--- config.mk ---
export PLATFORM = sky130hd
export DESIGN_NAME = ldc_top
export DESIGN_NICKNAME = d
export VERILOG_FILES = /design/src/design/ldc_pkg.sv /design/src/design/ldc_reg_if.sv /design/src/design/ldc_ahb_slave.sv /design/src/design/ldc_peak_calc.sv /design/src/design/ldc_top.sv
export VERILOG_INCLUDE_DIRS = /design/src /design/src/design
export SDC_FILE = /design/constraint.sdc
export NUM_CORES = 1
export LEC_CHECK = 0
export BUFFER_PORTS_ARGS = -buffer_cell sky130_fd_sc_hd__buf_4
export CAP_MARGIN = 20
export CORE_ASPECT_RATIO = 2
export CORE_MARGIN = 2
export CORE_UTILIZATION = 35
export CTS_BUF_LIST = sky130_fd_sc_hd__clkbuf_8
export DETAILED_ROUTE_END_ITERATION = 10
export SLEW_MARGIN = 20
export SYNTH_ARGS = -nofsm -noshare
export SYNTH_HDL_FRONTEND = slang
export SYNTH_HIERARCHICAL = 1
export SYNTH_SLANG_ARGS = --single-unit
export TNS_END_PERCENT = 10
--- constraint.sdc ---
create_clock -name hclk -period 19.46 [get_ports hclk]
set_input_delay 1.946 -clock hclk [delete_from_list [all_inputs] [get_ports hclk]]
set_output_delay 1.946 -clock hclk [all_outputs]
set_load 0.01 [all_outputs]
--- src/design/ldc_params.svh ---
// Register indices, field positions, reset values and peak arithmetic constants
`ifndef LDC_PARAMS_SVH
`define LDC_PARAMS_SVH

// Register indices; byte address is four times the index
`define LDC_IDX_SLOT_CTRL   8'h14
`define LDC_IDX_THIRD_CFG   8'h22
`define LDC_IDX_FINE_TRIM   8'h25
`define LDC_IDX_PEAK        8'h30
`define LDC_IDX_W           8

// Reset values
`define LDC_RST_SLOT_CTRL   16'h0541
`define LDC_RST_THIRD_CFG   16'h3000
`define LDC_RST_FINE_TRIM   16'h0000

// Field positions
`define LDC_SEL_MSB         1
`define LDC_SEL_LSB         0
`define LDC_STRENGTH_BIT    13
`define LDC_EDGE_MSB        6
`define LDC_EDGE_LSB        4
`define LDC_COARSE_MSB      3
`define LDC_COARSE_LSB      0
`define LDC_FINE_MSB        15
`define LDC_FINE_LSB        11

// Emitter select codes
`define LDC_SEL_NONE        2'h0
`define LDC_SEL_ONE         2'h1
`define LDC_SEL_TWO         2'h2
`define LDC_SEL_THREE       2'h3

// Peak terms: coarse in 1/100 mA, fine in 1/1000, scale in 1/10
`define LDC_COARSE_BASE     32'h0000_0af0
`define LDC_COARSE_STEP     32'h0000_060a
`define LDC_FINE_BASE       32'h0000_02c6
`define LDC_FINE_STEP       32'h0000_0018
`define LDC_SCALE_LOW       32'h0000_0004
`define LDC_SCALE_ADD       32'h0000_0006

// Bus encodings
`define LDC_HSIZE_WORD      3'h2
`define LDC_HTRANS_ACT_BIT  1
`define LDC_RESP_OKAY       1'b0
`define LDC_MIN_ADDR_W      11

`endif

--- src/design/ldc_pkg.sv ---
// Types shared by the LED drive current configuration block
package ldc_pkg;
  typedef logic [15:0] ldc_reg16_t;
  typedef logic [31:0] ldc_peak_t;
  typedef enum logic [1:0] {LDC_IDLE, LDC_WRITE, LDC_READ, LDC_READ_OUT} ldc_bus_state_t;
endpackage

--- src/design/ldc_reg_if.sv ---
// Register access carrier between bus slave and register bank
`timescale 1ns/100ps
`default_nettype none
interface ldc_reg_if;
  logic        wr_en;
  logic [7:0]  index;
  logic [15:0] wdata;
  logic [31:0] rdata;
  modport slave (output wr_en, output index, output wdata, input rdata);
  modport regs  (input wr_en, input index, input wdata, output rdata);
endinterface
`default_nettype wire

--- src/design/ldc_ahb_slave.sv ---
// AHB-Lite slave: zero-wait writes, one-wait reads
`timescale 1ns/100ps
`default_nettype none
`include "ldc_params.svh"
module ldc_ahb_slave
#(
  parameter int ADDR_W = 12
)
(
  // Clock and reset
  input  wire logic              hclk,
  input  wire logic              hresetn,
  // AHB-Lite slave
  input  wire logic              hsel,
  input  wire logic [ADDR_W-1:0] haddr,
  input  wire logic [1:0]        htrans,
  input  wire logic              hwrite,
  input  wire logic [2:0]        hsize,
  input  wire logic [31:0]       hwdata,
  input  wire logic              hready,
  output logic      [31:0]       hrdata,
  output logic                   hreadyout,
  output logic                   hresp,
  // Register side
  ldc_reg_if.slave               regs
);
  import ldc_pkg::*;

  if (ADDR_W < `LDC_MIN_ADDR_W)
    $error("ldc_ahb_slave: ADDR_W too small");

  ldc_bus_state_t state;
  ldc_bus_state_t next_state;
  logic [7:0]     index_q;
  logic           ok_q;

  ////////////////////////////////////////////////////////////////////////
  // Address phase decode; misaligned, narrow or high addresses are unmapped
  wire accept  = hsel && htrans[`LDC_HTRANS_ACT_BIT] && hready;
  wire addr_ok = (haddr[1:0] == 2'h0) && (hsize == `LDC_HSIZE_WORD)
                 && (haddr[ADDR_W-1:10] == '0);

  always_comb
  begin
    next_state = state;
    case (state)
      LDC_READ:
        next_state = LDC_READ_OUT;
      LDC_IDLE, LDC_WRITE, LDC_READ_OUT:
        if (accept)
          next_state = hwrite ? LDC_WRITE : LDC_READ;
        else
          next_state = LDC_IDLE;
      default:
        next_state = LDC_IDLE;
    endcase
  end

  // Phase state and captured address
  always_ff @(posedge hclk or negedge hresetn)
  begin
    if (!hresetn)
    begin
      state   <= LDC_IDLE;
      index_q <= 8'h00;
      ok_q    <= 1'b0;
    end
    else
    begin
      state <= next_state;
      if (accept && state != LDC_READ)
      begin
        index_q <= haddr[9:2];
        ok_q    <= addr_ok;
      end
    end
  end

  // Read data latched in the wait cycle so a write just before is seen
  always_ff @(posedge hclk or negedge hresetn)
  begin
    if (!hresetn)
      hrdata <= 32'h0000_0000;
    else if (state == LDC_READ)
      hrdata <= ok_q ? regs.rdata : 32'h0000_0000;
  end

  ////////////////////////////////////////////////////////////////////////
  // Register strobes; upper write lanes are dropped
  assign regs.wr_en  = (state == LDC_WRITE) && ok_q;
  assign regs.index  = index_q;
  assign regs.wdata  = hwdata[15:0];
  assign hreadyout   = (state != LDC_READ);
  assign hresp       = `LDC_RESP_OKAY;
endmodule
`default_nettype wire

--- src/design/ldc_peak_calc.sv ---
// Peak current target arithmetic for the third driver
`timescale 1ns/100ps
`default_nettype none
`include "ldc_params.svh"
module ldc_peak_calc
(
  // Clock and reset
  input  wire logic             hclk,
  input  wire logic             hresetn,
  // Settings
  input  wire logic [3:0]       coarse_code,
  input  wire logic [4:0]       fine_code,
  input  wire logic             strength,
  // Result in nanoamperes (mA x 1e6)
  output ldc_pkg::ldc_peak_t    peak
);
  import ldc_pkg::*;

  ////////////////////////////////////////////////////////////////////////
  // Scaled integer terms keep the product exact; max fits in 29 bits
  wire [31:0] third_coarse_term    = `LDC_COARSE_BASE + `LDC_COARSE_STEP * {28'h0, coarse_code};
  wire [31:0] third_fine_trim_term = `LDC_FINE_BASE + `LDC_FINE_STEP * {27'h0, fine_code};
  wire [31:0] third_scale_factor   = `LDC_SCALE_LOW + `LDC_SCALE_ADD * {31'h0, strength};
  wire [31:0] next_peak = third_coarse_term * third_fine_trim_term * third_scale_factor;

  // Registered so the multiplier is off the bus timing path
  always_ff @(posedge hclk or negedge hresetn)
  begin
    if (!hresetn)
      peak <= 32'h0000_0000;
    else
      peak <= next_peak;
  end
endmodule
`default_nettype wire

--- src/design/ldc_top.sv ---
// LED drive current configuration bank with slot emitter selection
//
// The implementer's own choice: the AHB-Lite slave port.
`timescale 1ns/100ps
`default_nettype none
`include "ldc_params.svh"
module ldc_top
#(
  parameter int ADDR_W = 12
)
(
  // Clock and reset
  input  wire logic              hclk,
  input  wire logic              hresetn,
  // AHB-Lite slave
  input  wire logic              hsel,
  input  wire logic [ADDR_W-1:0] haddr,
  input  wire logic [1:0]        htrans,
  input  wire logic              hwrite,
  input  wire logic [2:0]        hsize,
  input  wire logic [31:0]       hwdata,
  input  wire logic              hready,
  output logic      [31:0]       hrdata,
  output logic                   hreadyout,
  output logic                   hresp,
  // First time slot window from the sequencer pin
  input  wire logic              first_slot_active,
  // Emitter pulse outputs
  output logic                   emitter_output_one,
  output logic                   emitter_output_two,
  output logic                   emitter_output_three,
  // Third driver settings
  output logic                   third_driver_strength_select,
  output logic      [2:0]        third_driver_edge_rate,
  output logic      [3:0]        third_driver_coarse_target,
  output logic      [4:0]        third_fine_trim_code,
  output ldc_pkg::ldc_peak_t     third_peak_current_target
);
  import ldc_pkg::*;

  ldc_reg_if  bus_if ();
  ldc_reg16_t slot_ctrl;
  ldc_reg16_t third_cfg;
  ldc_reg16_t fine_trim;
  logic       slot_sync1;
  logic       slot_sync2;
  logic       slot_sync3;
  logic       slot_level;

  ////////////////////////////////////////////////////////////////////////
  // Bus slave
  ldc_ahb_slave #(.ADDR_W(ADDR_W)) u_slave
  (
    .hclk      (hclk),
    .hresetn   (hresetn),
    .hsel      (hsel),
    .haddr     (haddr),
    .htrans    (htrans),
    .hwrite    (hwrite),
    .hsize     (hsize),
    .hwdata    (hwdata),
    .hready    (hready),
    .hrdata    (hrdata),
    .hreadyout (hreadyout),
    .hresp     (hresp),
    .regs      (bus_if.slave)
  );

  ////////////////////////////////////////////////////////////////////////
  // Write decode
  wire wr_slot  = bus_if.wr_en && (bus_if.index == `LDC_IDX_SLOT_CTRL);
  wire wr_cfg   = bus_if.wr_en && (bus_if.index == `LDC_IDX_THIRD_CFG);
  wire wr_fine  = bus_if.wr_en && (bus_if.index == `LDC_IDX_FINE_TRIM);

  // Reserved bits are kept as written; the driver ignores them
  always_ff @(posedge hclk or negedge hresetn)
  begin
    if (!hresetn)
    begin
      slot_ctrl <= `LDC_RST_SLOT_CTRL;
      third_cfg <= `LDC_RST_THIRD_CFG;
      fine_trim <= `LDC_RST_FINE_TRIM;
    end
    else
    begin
      if (wr_slot)
        slot_ctrl <= bus_if.wdata;
      if (wr_cfg)
        third_cfg <= bus_if.wdata;
      if (wr_fine)
        fine_trim <= bus_if.wdata;
    end
  end

  // Read mux; unmapped words read as zero
  wire sel_slot = (bus_if.index == `LDC_IDX_SLOT_CTRL);
  wire sel_cfg  = (bus_if.index == `LDC_IDX_THIRD_CFG);
  wire sel_fine = (bus_if.index == `LDC_IDX_FINE_TRIM);
  wire sel_peak = (bus_if.index == `LDC_IDX_PEAK);
  assign bus_if.rdata = sel_slot ? {16'h0000, slot_ctrl} :
                        sel_cfg  ? {16'h0000, third_cfg} :
                        sel_fine ? {16'h0000, fine_trim} :
                        sel_peak ? third_peak_current_target :
                                   32'h0000_0000;

  ////////////////////////////////////////////////////////////////////////
  // Driver fields straight from the register flops
  assign third_driver_strength_select = third_cfg[`LDC_STRENGTH_BIT];
  assign third_driver_edge_rate = third_cfg[`LDC_EDGE_MSB:`LDC_EDGE_LSB];
  assign third_driver_coarse_target = third_cfg[`LDC_COARSE_MSB:`LDC_COARSE_LSB];
  assign third_fine_trim_code = fine_trim[`LDC_FINE_MSB:`LDC_FINE_LSB];

  // Peak target; bits are outside every field so cannot skew it
  ldc_peak_calc u_peak
  (
    .hclk        (hclk),
    .hresetn     (hresetn),
    .coarse_code (third_driver_coarse_target),
    .fine_code   (third_fine_trim_code),
    .strength    (third_driver_strength_select),
    .peak        (third_peak_current_target)
  );

  ////////////////////////////////////////////////////////////////////////
  // Slot pin synchroniser; level changes only when stages two and three agree
  always_ff @(posedge hclk or negedge hresetn)
  begin
    if (!hresetn)
    begin
      slot_sync1 <= 1'b0;
      slot_sync2 <= 1'b0;
      slot_sync3 <= 1'b0;
      slot_level <= 1'b0;
    end
    else
    begin
      slot_sync1 <= first_slot_active;
      slot_sync2 <= slot_sync1;
      slot_sync3 <= slot_sync2;
      if (slot_sync2 == slot_sync3)
        slot_level <= slot_sync3;
    end
  end

  // Emitter selection; reserved code 0 fires nothing
  wire [1:0] first_slot_emitter_select = slot_ctrl[`LDC_SEL_MSB:`LDC_SEL_LSB];
  wire next_emit_one   = slot_level && (first_slot_emitter_select == `LDC_SEL_ONE);
  wire next_emit_two   = slot_level && (first_slot_emitter_select == `LDC_SEL_TWO);
  wire next_emit_three = slot_level && (first_slot_emitter_select == `LDC_SEL_THREE);

  always_ff @(posedge hclk or negedge hresetn)
  begin
    if (!hresetn)
    begin
      emitter_output_one   <= 1'b0;
      emitter_output_two   <= 1'b0;
      emitter_output_three <= 1'b0;
    end
    else
    begin
      emitter_output_one   <= next_emit_one;
      emitter_output_two   <= next_emit_two;
      emitter_output_three <= next_emit_three;
    end
  end

  ////////////////////////////////////////////////////////////////////////
  // Checks: reference terms written independently of the calculator
  wire [31:0] chk_coarse = `LDC_COARSE_BASE + `LDC_COARSE_STEP * {28'h0, third_cfg[3:0]};
  wire [31:0] chk_fine   = `LDC_FINE_BASE + `LDC_FINE_STEP * {27'h0, fine_trim[15:11]};
  wire [31:0] chk_full   = (`LDC_SCALE_LOW + `LDC_SCALE_ADD);
  wire [31:0] chk_scale  = third_cfg[13] ? chk_full : `LDC_SCALE_LOW;
  ldc_reg16_t prev_cfg;
  ldc_reg16_t prev_fine;
  logic       past_valid;

  // Previous settings; the peak lags one cycle, so checks wait for a settled cycle
  always_ff @(posedge hclk or negedge hresetn)
  begin
    if (!hresetn)
    begin
      prev_cfg   <= `LDC_RST_THIRD_CFG;
      prev_fine  <= `LDC_RST_FINE_TRIM;
      past_valid <= 1'b0;
    end
    else
    begin
      prev_cfg   <= third_cfg;
      prev_fine  <= fine_trim;
      past_valid <= 1'b1;
    end
  end

  wire cfg_steady = past_valid && (prev_cfg == third_cfg) && (prev_fine == fine_trim);
endmodule
`default_nettype wire

Word-level counts from Yosys, hierarchy flattened:

Index checks and enable logic that the tools add are counted.

* flip-flop bits (word level): 130
* output and inout bits: 82
* logic and storage cells: 60

* $add $sub $neg: 3
* multipliers: 5
* equal/unequal tests: 13
* muxes and demuxes: 8
* reduce and logical (&&, ||, !) cells: 16

Operator list (count)
* $mux 32: 5
* $mul 32x32->32: 2
* $eq 8x6->1 const B: 3
* $add 12x15->16 const A: 1
* $mul 10x4->14 const A: 1
* $logic_and 1x1->1: 12
* $add 10x10->11 const A: 1
* $eq 2x2->1 const B: 4
* $eq 8x5->1 const B: 1
* $mul 2x5->7 const A: 1
* $logic_not 2->1: 3
* $add 3x4->5 const A: 1
* $eq 2x1->1 const B: 2
* $mux 2: 2
* $pmux 2 s2: 1
* $eq 3x2->1 const B: 1
* $mul 2x1->3 const A: 1
* $reduce_or 3->1: 1
* $ne 2x2->1 const B: 1
* $eq 1x1->1: 1

Longest topological paths before layout:

* depth in word-level cells: 6
* depth in mapped cells: 40
* depth with buffers taken out: 37

Cells and area by module:

The synthesis kept the hierarchy.

Modules (own cells, without submodules)
* ldc_peak_calc: times used 1, cells each 985, area each 8599.5 µm²
* ldc_top: times used 1, cells each 230, area each 2745.1 µm²
* ldc_ahb_slave: times used 1, cells each 188, area each 1830.5 µm²

Worst setup path after synthesis:

Ideal clock, no wire load.

* path type: reg-to-reg
* from: reg fine_trim[11]
* to: reg u_peak.peak[29]
* setup time: 123 ps
* arrival: 8449 ps
* path slack: 10888 ps
* cell stages (with the launch flop): 39
* period minus slack after synthesis: 8572 ps
* cell sequence: dfrtp_1 > ha_1 > inv_1 > fa_1 > xnor2_2 > inv_1 > buf_2 > ha_1 > clkbuf_1 > nor2_1 > fa_1 > inv_1 > fa_1 > fa_1 > inv_1 > fa_1 > inv_1 > fa_1 > [3 not listed] > nand4_1 > nor3_1 > and2_0 > a211o_1 > xnor2_1 > and2_1 > o21bai_1 > fa_1 > ha_1 > ha_1 > clkbuf_1 > nand2_1 > o21ai_0 > o21ai_0 > nand2b_1 > a21oi_1 > o21a_1 > xnor2_1

* longest elaborated chain between the ends: 4

RTL lines
* from (decl): RTL line ldc_top.sv:44 `ldc_reg16_t fine_trim;`
* from (signal assigned): RTL line ldc_top.sv:82 `` fine_trim <= `LDC_RST_FINE_TRIM; ``
* from (signal assigned): RTL line ldc_top.sv:91 `fine_trim <= bus_if.wdata;`
* $mul 2x5->7 (no line)
* $add 10x10->11 (no line)
* $mul 32x32->32 (2 in series): RTL line ldc_peak_calc.sv:24 `wire [31:0] next_peak = third_coarse_term * third_fine_trim_term * third_scale_factor;`
* via u_peak.next_peak[29]: RTL line ldc_peak_calc.sv:24
* to (signal assigned): RTL line ldc_peak_calc.sv:32 `peak <= next_peak;`
* to (decl): RTL line ldc_peak_calc.sv:15 `output ldc_pkg::ldc_peak_t peak`

The timed path passes the listed nets, and every way through them passes these cells.
A chain may end at the register's enable or synchronous reset.

Worst setup path in the final report:

* from: reg fine_trim[11]
* to: reg u_peak.peak[28]

Same word-level chain as after synthesis.

==> impl_metrics.yaml <==
yosys:
  synth_edf_count: 0
  ys_seq_area_share_pct: 24.18
  synthArstFlopShare_pct: 100.0
  ys.flop_type: "dfrtp_1"
  ys_types: 76
  ys_ff_latch: 127
  synth_cells: 1403
  yosysWarnings: 6
  synth_area_sq_um: 13180
  avgSynthCellArea_sq_um: 9.391
job:
  cap_violations: 0
clock_tree:
  clk_pin_slew_ns: 0.10
  numCtsBuffers: 17
  clkLatencyLatePin_ns: 0.46
  cts.sinks: 127
  cts.path.max_buffers: 2
  postCtsSetupBuffers: 0
  postCtsHoldBufs: 0
  htreeDepth: 4
  cts_root_buf: "clkbuf_8"
  cts_tree: "yes"
  ctsResizeCount: 0
floorplanning:
  fp-row-count: 100
  die_height_um: 278.4
  start_util_pct: 35.45
  core_area_sq_um: 37160
  ios: 137
  dieArea_sq_um: 39300
  fp.dieW_um: 141.2
critical_path:
  startpoint_type: "register"
  crit_fanout: 11
  worst_path_largest_cell_delay_ns: 0.66
  endpoint_kind: "register"
  critPathKind: "register to register"
  slowest_stage: "dfrtp_1"
  crit_required_ns: 19.80
  cp.arrival_ns: 10.75
finish:
  drive_gt1_share_pct: 17.12
  area_growth_pct: 10.37
  register_area_sq_um: 3186
  nNetsFinal: 1781
  multi_input_area_sq_um: 8861
  fill_cells: 3752
route:
  num_vias: 9933
  dr.pass1.iters: 5
  vias_per_cell: 5.157
  wirelength_mm: 33.78
  drcViolationCount: 0
  drt-initial-drc-count: 409
  wl_per_cell_um: 17.54
  ant_nets: 0
sta:
  fin_crit_sh_pct: 53.51
  setup-violations-final: 0
  rsz0062_at_grt: "false"
  max_clock_freq_mhz: 96.04
  slew_headroom_pct: 27.89
  tightestPinTransition_ns: 1.074
  hold_viol: 0
  slew_violations: 0
  tns_ns: 0
  fin_worst_skew_ns: 0.02233
  period_needed_ns: 10.41
global_routing:
  track_usage_pct: 17.42
  antenna_found_initial: 1
  grt_pass1_wl_mm: 54.23
  grt_max_degree: 74
  grt_pass1_vias: 10600
  grt.overflow.total: 0
placement:
  place_hpwl_mm: 27.75
  place.gp.congestion: 0.9121
  portBuffers: 115
worst_hold_path:
  hp-class: "register to register"
status:
  status: "finished clean"
[final timing paths]
check	to	from	cells after the start	slack (ns)
worst max-delay path	u_peak/peak[28]	fine_trim[11]	33	9.05
worst min-delay path	slot_sync2	slot_sync1	0	0.35
worst max register to register	u_peak/peak[28]	fine_trim[11]	33	9.05
worst min register to register	slot_sync2	slot_sync1	0	0.35
max in group asynchronous	third_cfg[6]	hresetn	2	16.51
min in group asynchronous	u_slave/hrdata[29]	hresetn	1	1.52
[layer usage]
layer  up-vias  share of wire, %  global-route usage, %
met1      4929                33                  16.33
met5         -                 0                      0
met2       216                60                  36.02
met3        82               2.5                  1.325
li1       4706                 -                      -
met4         0               4.4                  9.128
[cell families after synthesis]
logic type	after synthesis	share of synthesized area, %
buf+inv	265	8.860
mux	68	5.831
fa+ha+maj	274	32.21
compound gates	233	11.20
simple gates	375	13.67
other cells	3	0.08546
flops	127	24.18
xor+xnor	58	3.970
[sequential cells by signal (all words and copies together), names as in the netlist]
name,count
u_slave/state,2
u_slave/regs.index,8
slot_level,1
emitter_output_two,1
fine_trim,16
u_peak/peak,29
emitter_output_three,1
slot_sync3,1
u_slave/hrdata,32
u_slave/ok_q,1
emitter_output_one,1
slot_ctrl,16
slot_sync1,1
third_cfg,16
slot_sync2,1
[per-stage QoR]
step	std cells	worst slack [ns]	util [%]	cell area [sq um]	hold WS, ns
5_1_grt	1926	8.495	39.13	14540	0.3581
4_1_cts	1925	9.014	39.12	14540	0.3593
2_1_floorplan	1411	10.89	-	13210	0.3312
3_5_place_dp	1893	9.046	38.11	14160	0.3442
3_3_place_gp	1893	9.122	38.11	14160	0.3389
6_report	1926	9.048	39.13	14540	0.3543
[final cells by class]
class	count	share of cell area, %
multi-input combinational	1019	60.94
clock inverter	15	0.9723
inverter	165	4.259
timing repair buffer	123	6.350
tap	459	3.949
antenna	1	0.01721
sequential	127	21.91
clock buffer	17	1.609
[cell usage after synthesis, types with 10 or more instances]
| cell type | count | area [sq um] |
|---|---|---|
| o21ai_1 | 12 | 60.06 |
| a21o_1 | 24 | 180.2 |
| mux2_2 | 61 | 686.9 |
| and2_1 | 24 | 150.1 |
| a21oi_1 | 47 | 235.2 |
| buf_2 | 16 | 80.08 |
| fa_1 | 109 | 2182 |
| inv_1 | 163 | 611.8 |
| nor2_1 | 98 | 367.9 |
| a221oi_1 | 16 | 140.1 |
| o21a_1 | 10 | 75.07 |
| a31oi_1 | 10 | 62.56 |
| buf_4 | 32 | 240.2 |
| nand2_1 | 153 | 574.3 |
| xnor2_1 | 36 | 315.3 |
| ha_1 | 164 | 2052 |
| xor2_1 | 20 | 175.2 |
| and3_1 | 28 | 175.2 |
| nand2b_1 | 15 | 93.84 |
| clkbuf_1 | 45 | 168.9 |
| o21ai_0 | 82 | 410.4 |
| dfrtp_1 | 121 | 3028 |
[worst max-delay path: cells and delay by family, from the launching register on]
family | cells | cell delay [ns]
flops | 1 | 0.66
buf+inv | 5 | 0.64
compound gates | 5 | 1.54
xor+xnor | 3 | 0.85
mux | 1 | 0.28
fa+ha+maj | 12 | 5.05
simple gates | 7 | 1.26
[cells in the final DEF, fill, tap and decap left out, types with 47 or more instances in the layout]
cell type,synthesis,final
ha_1,164,164
inv_1,163,163
nand2_1,153,153
buf_4,32,123
dfrtp_1,121,121
fa_1,109,109
nor2_1,98,98
o21ai_0,82,82
mux2_2,61,61
a21oi_1,47,47
Power is left out: the tool's default activity adds up to more than one toggle a clock period on the data nets, which glitch-free logic cannot reach.
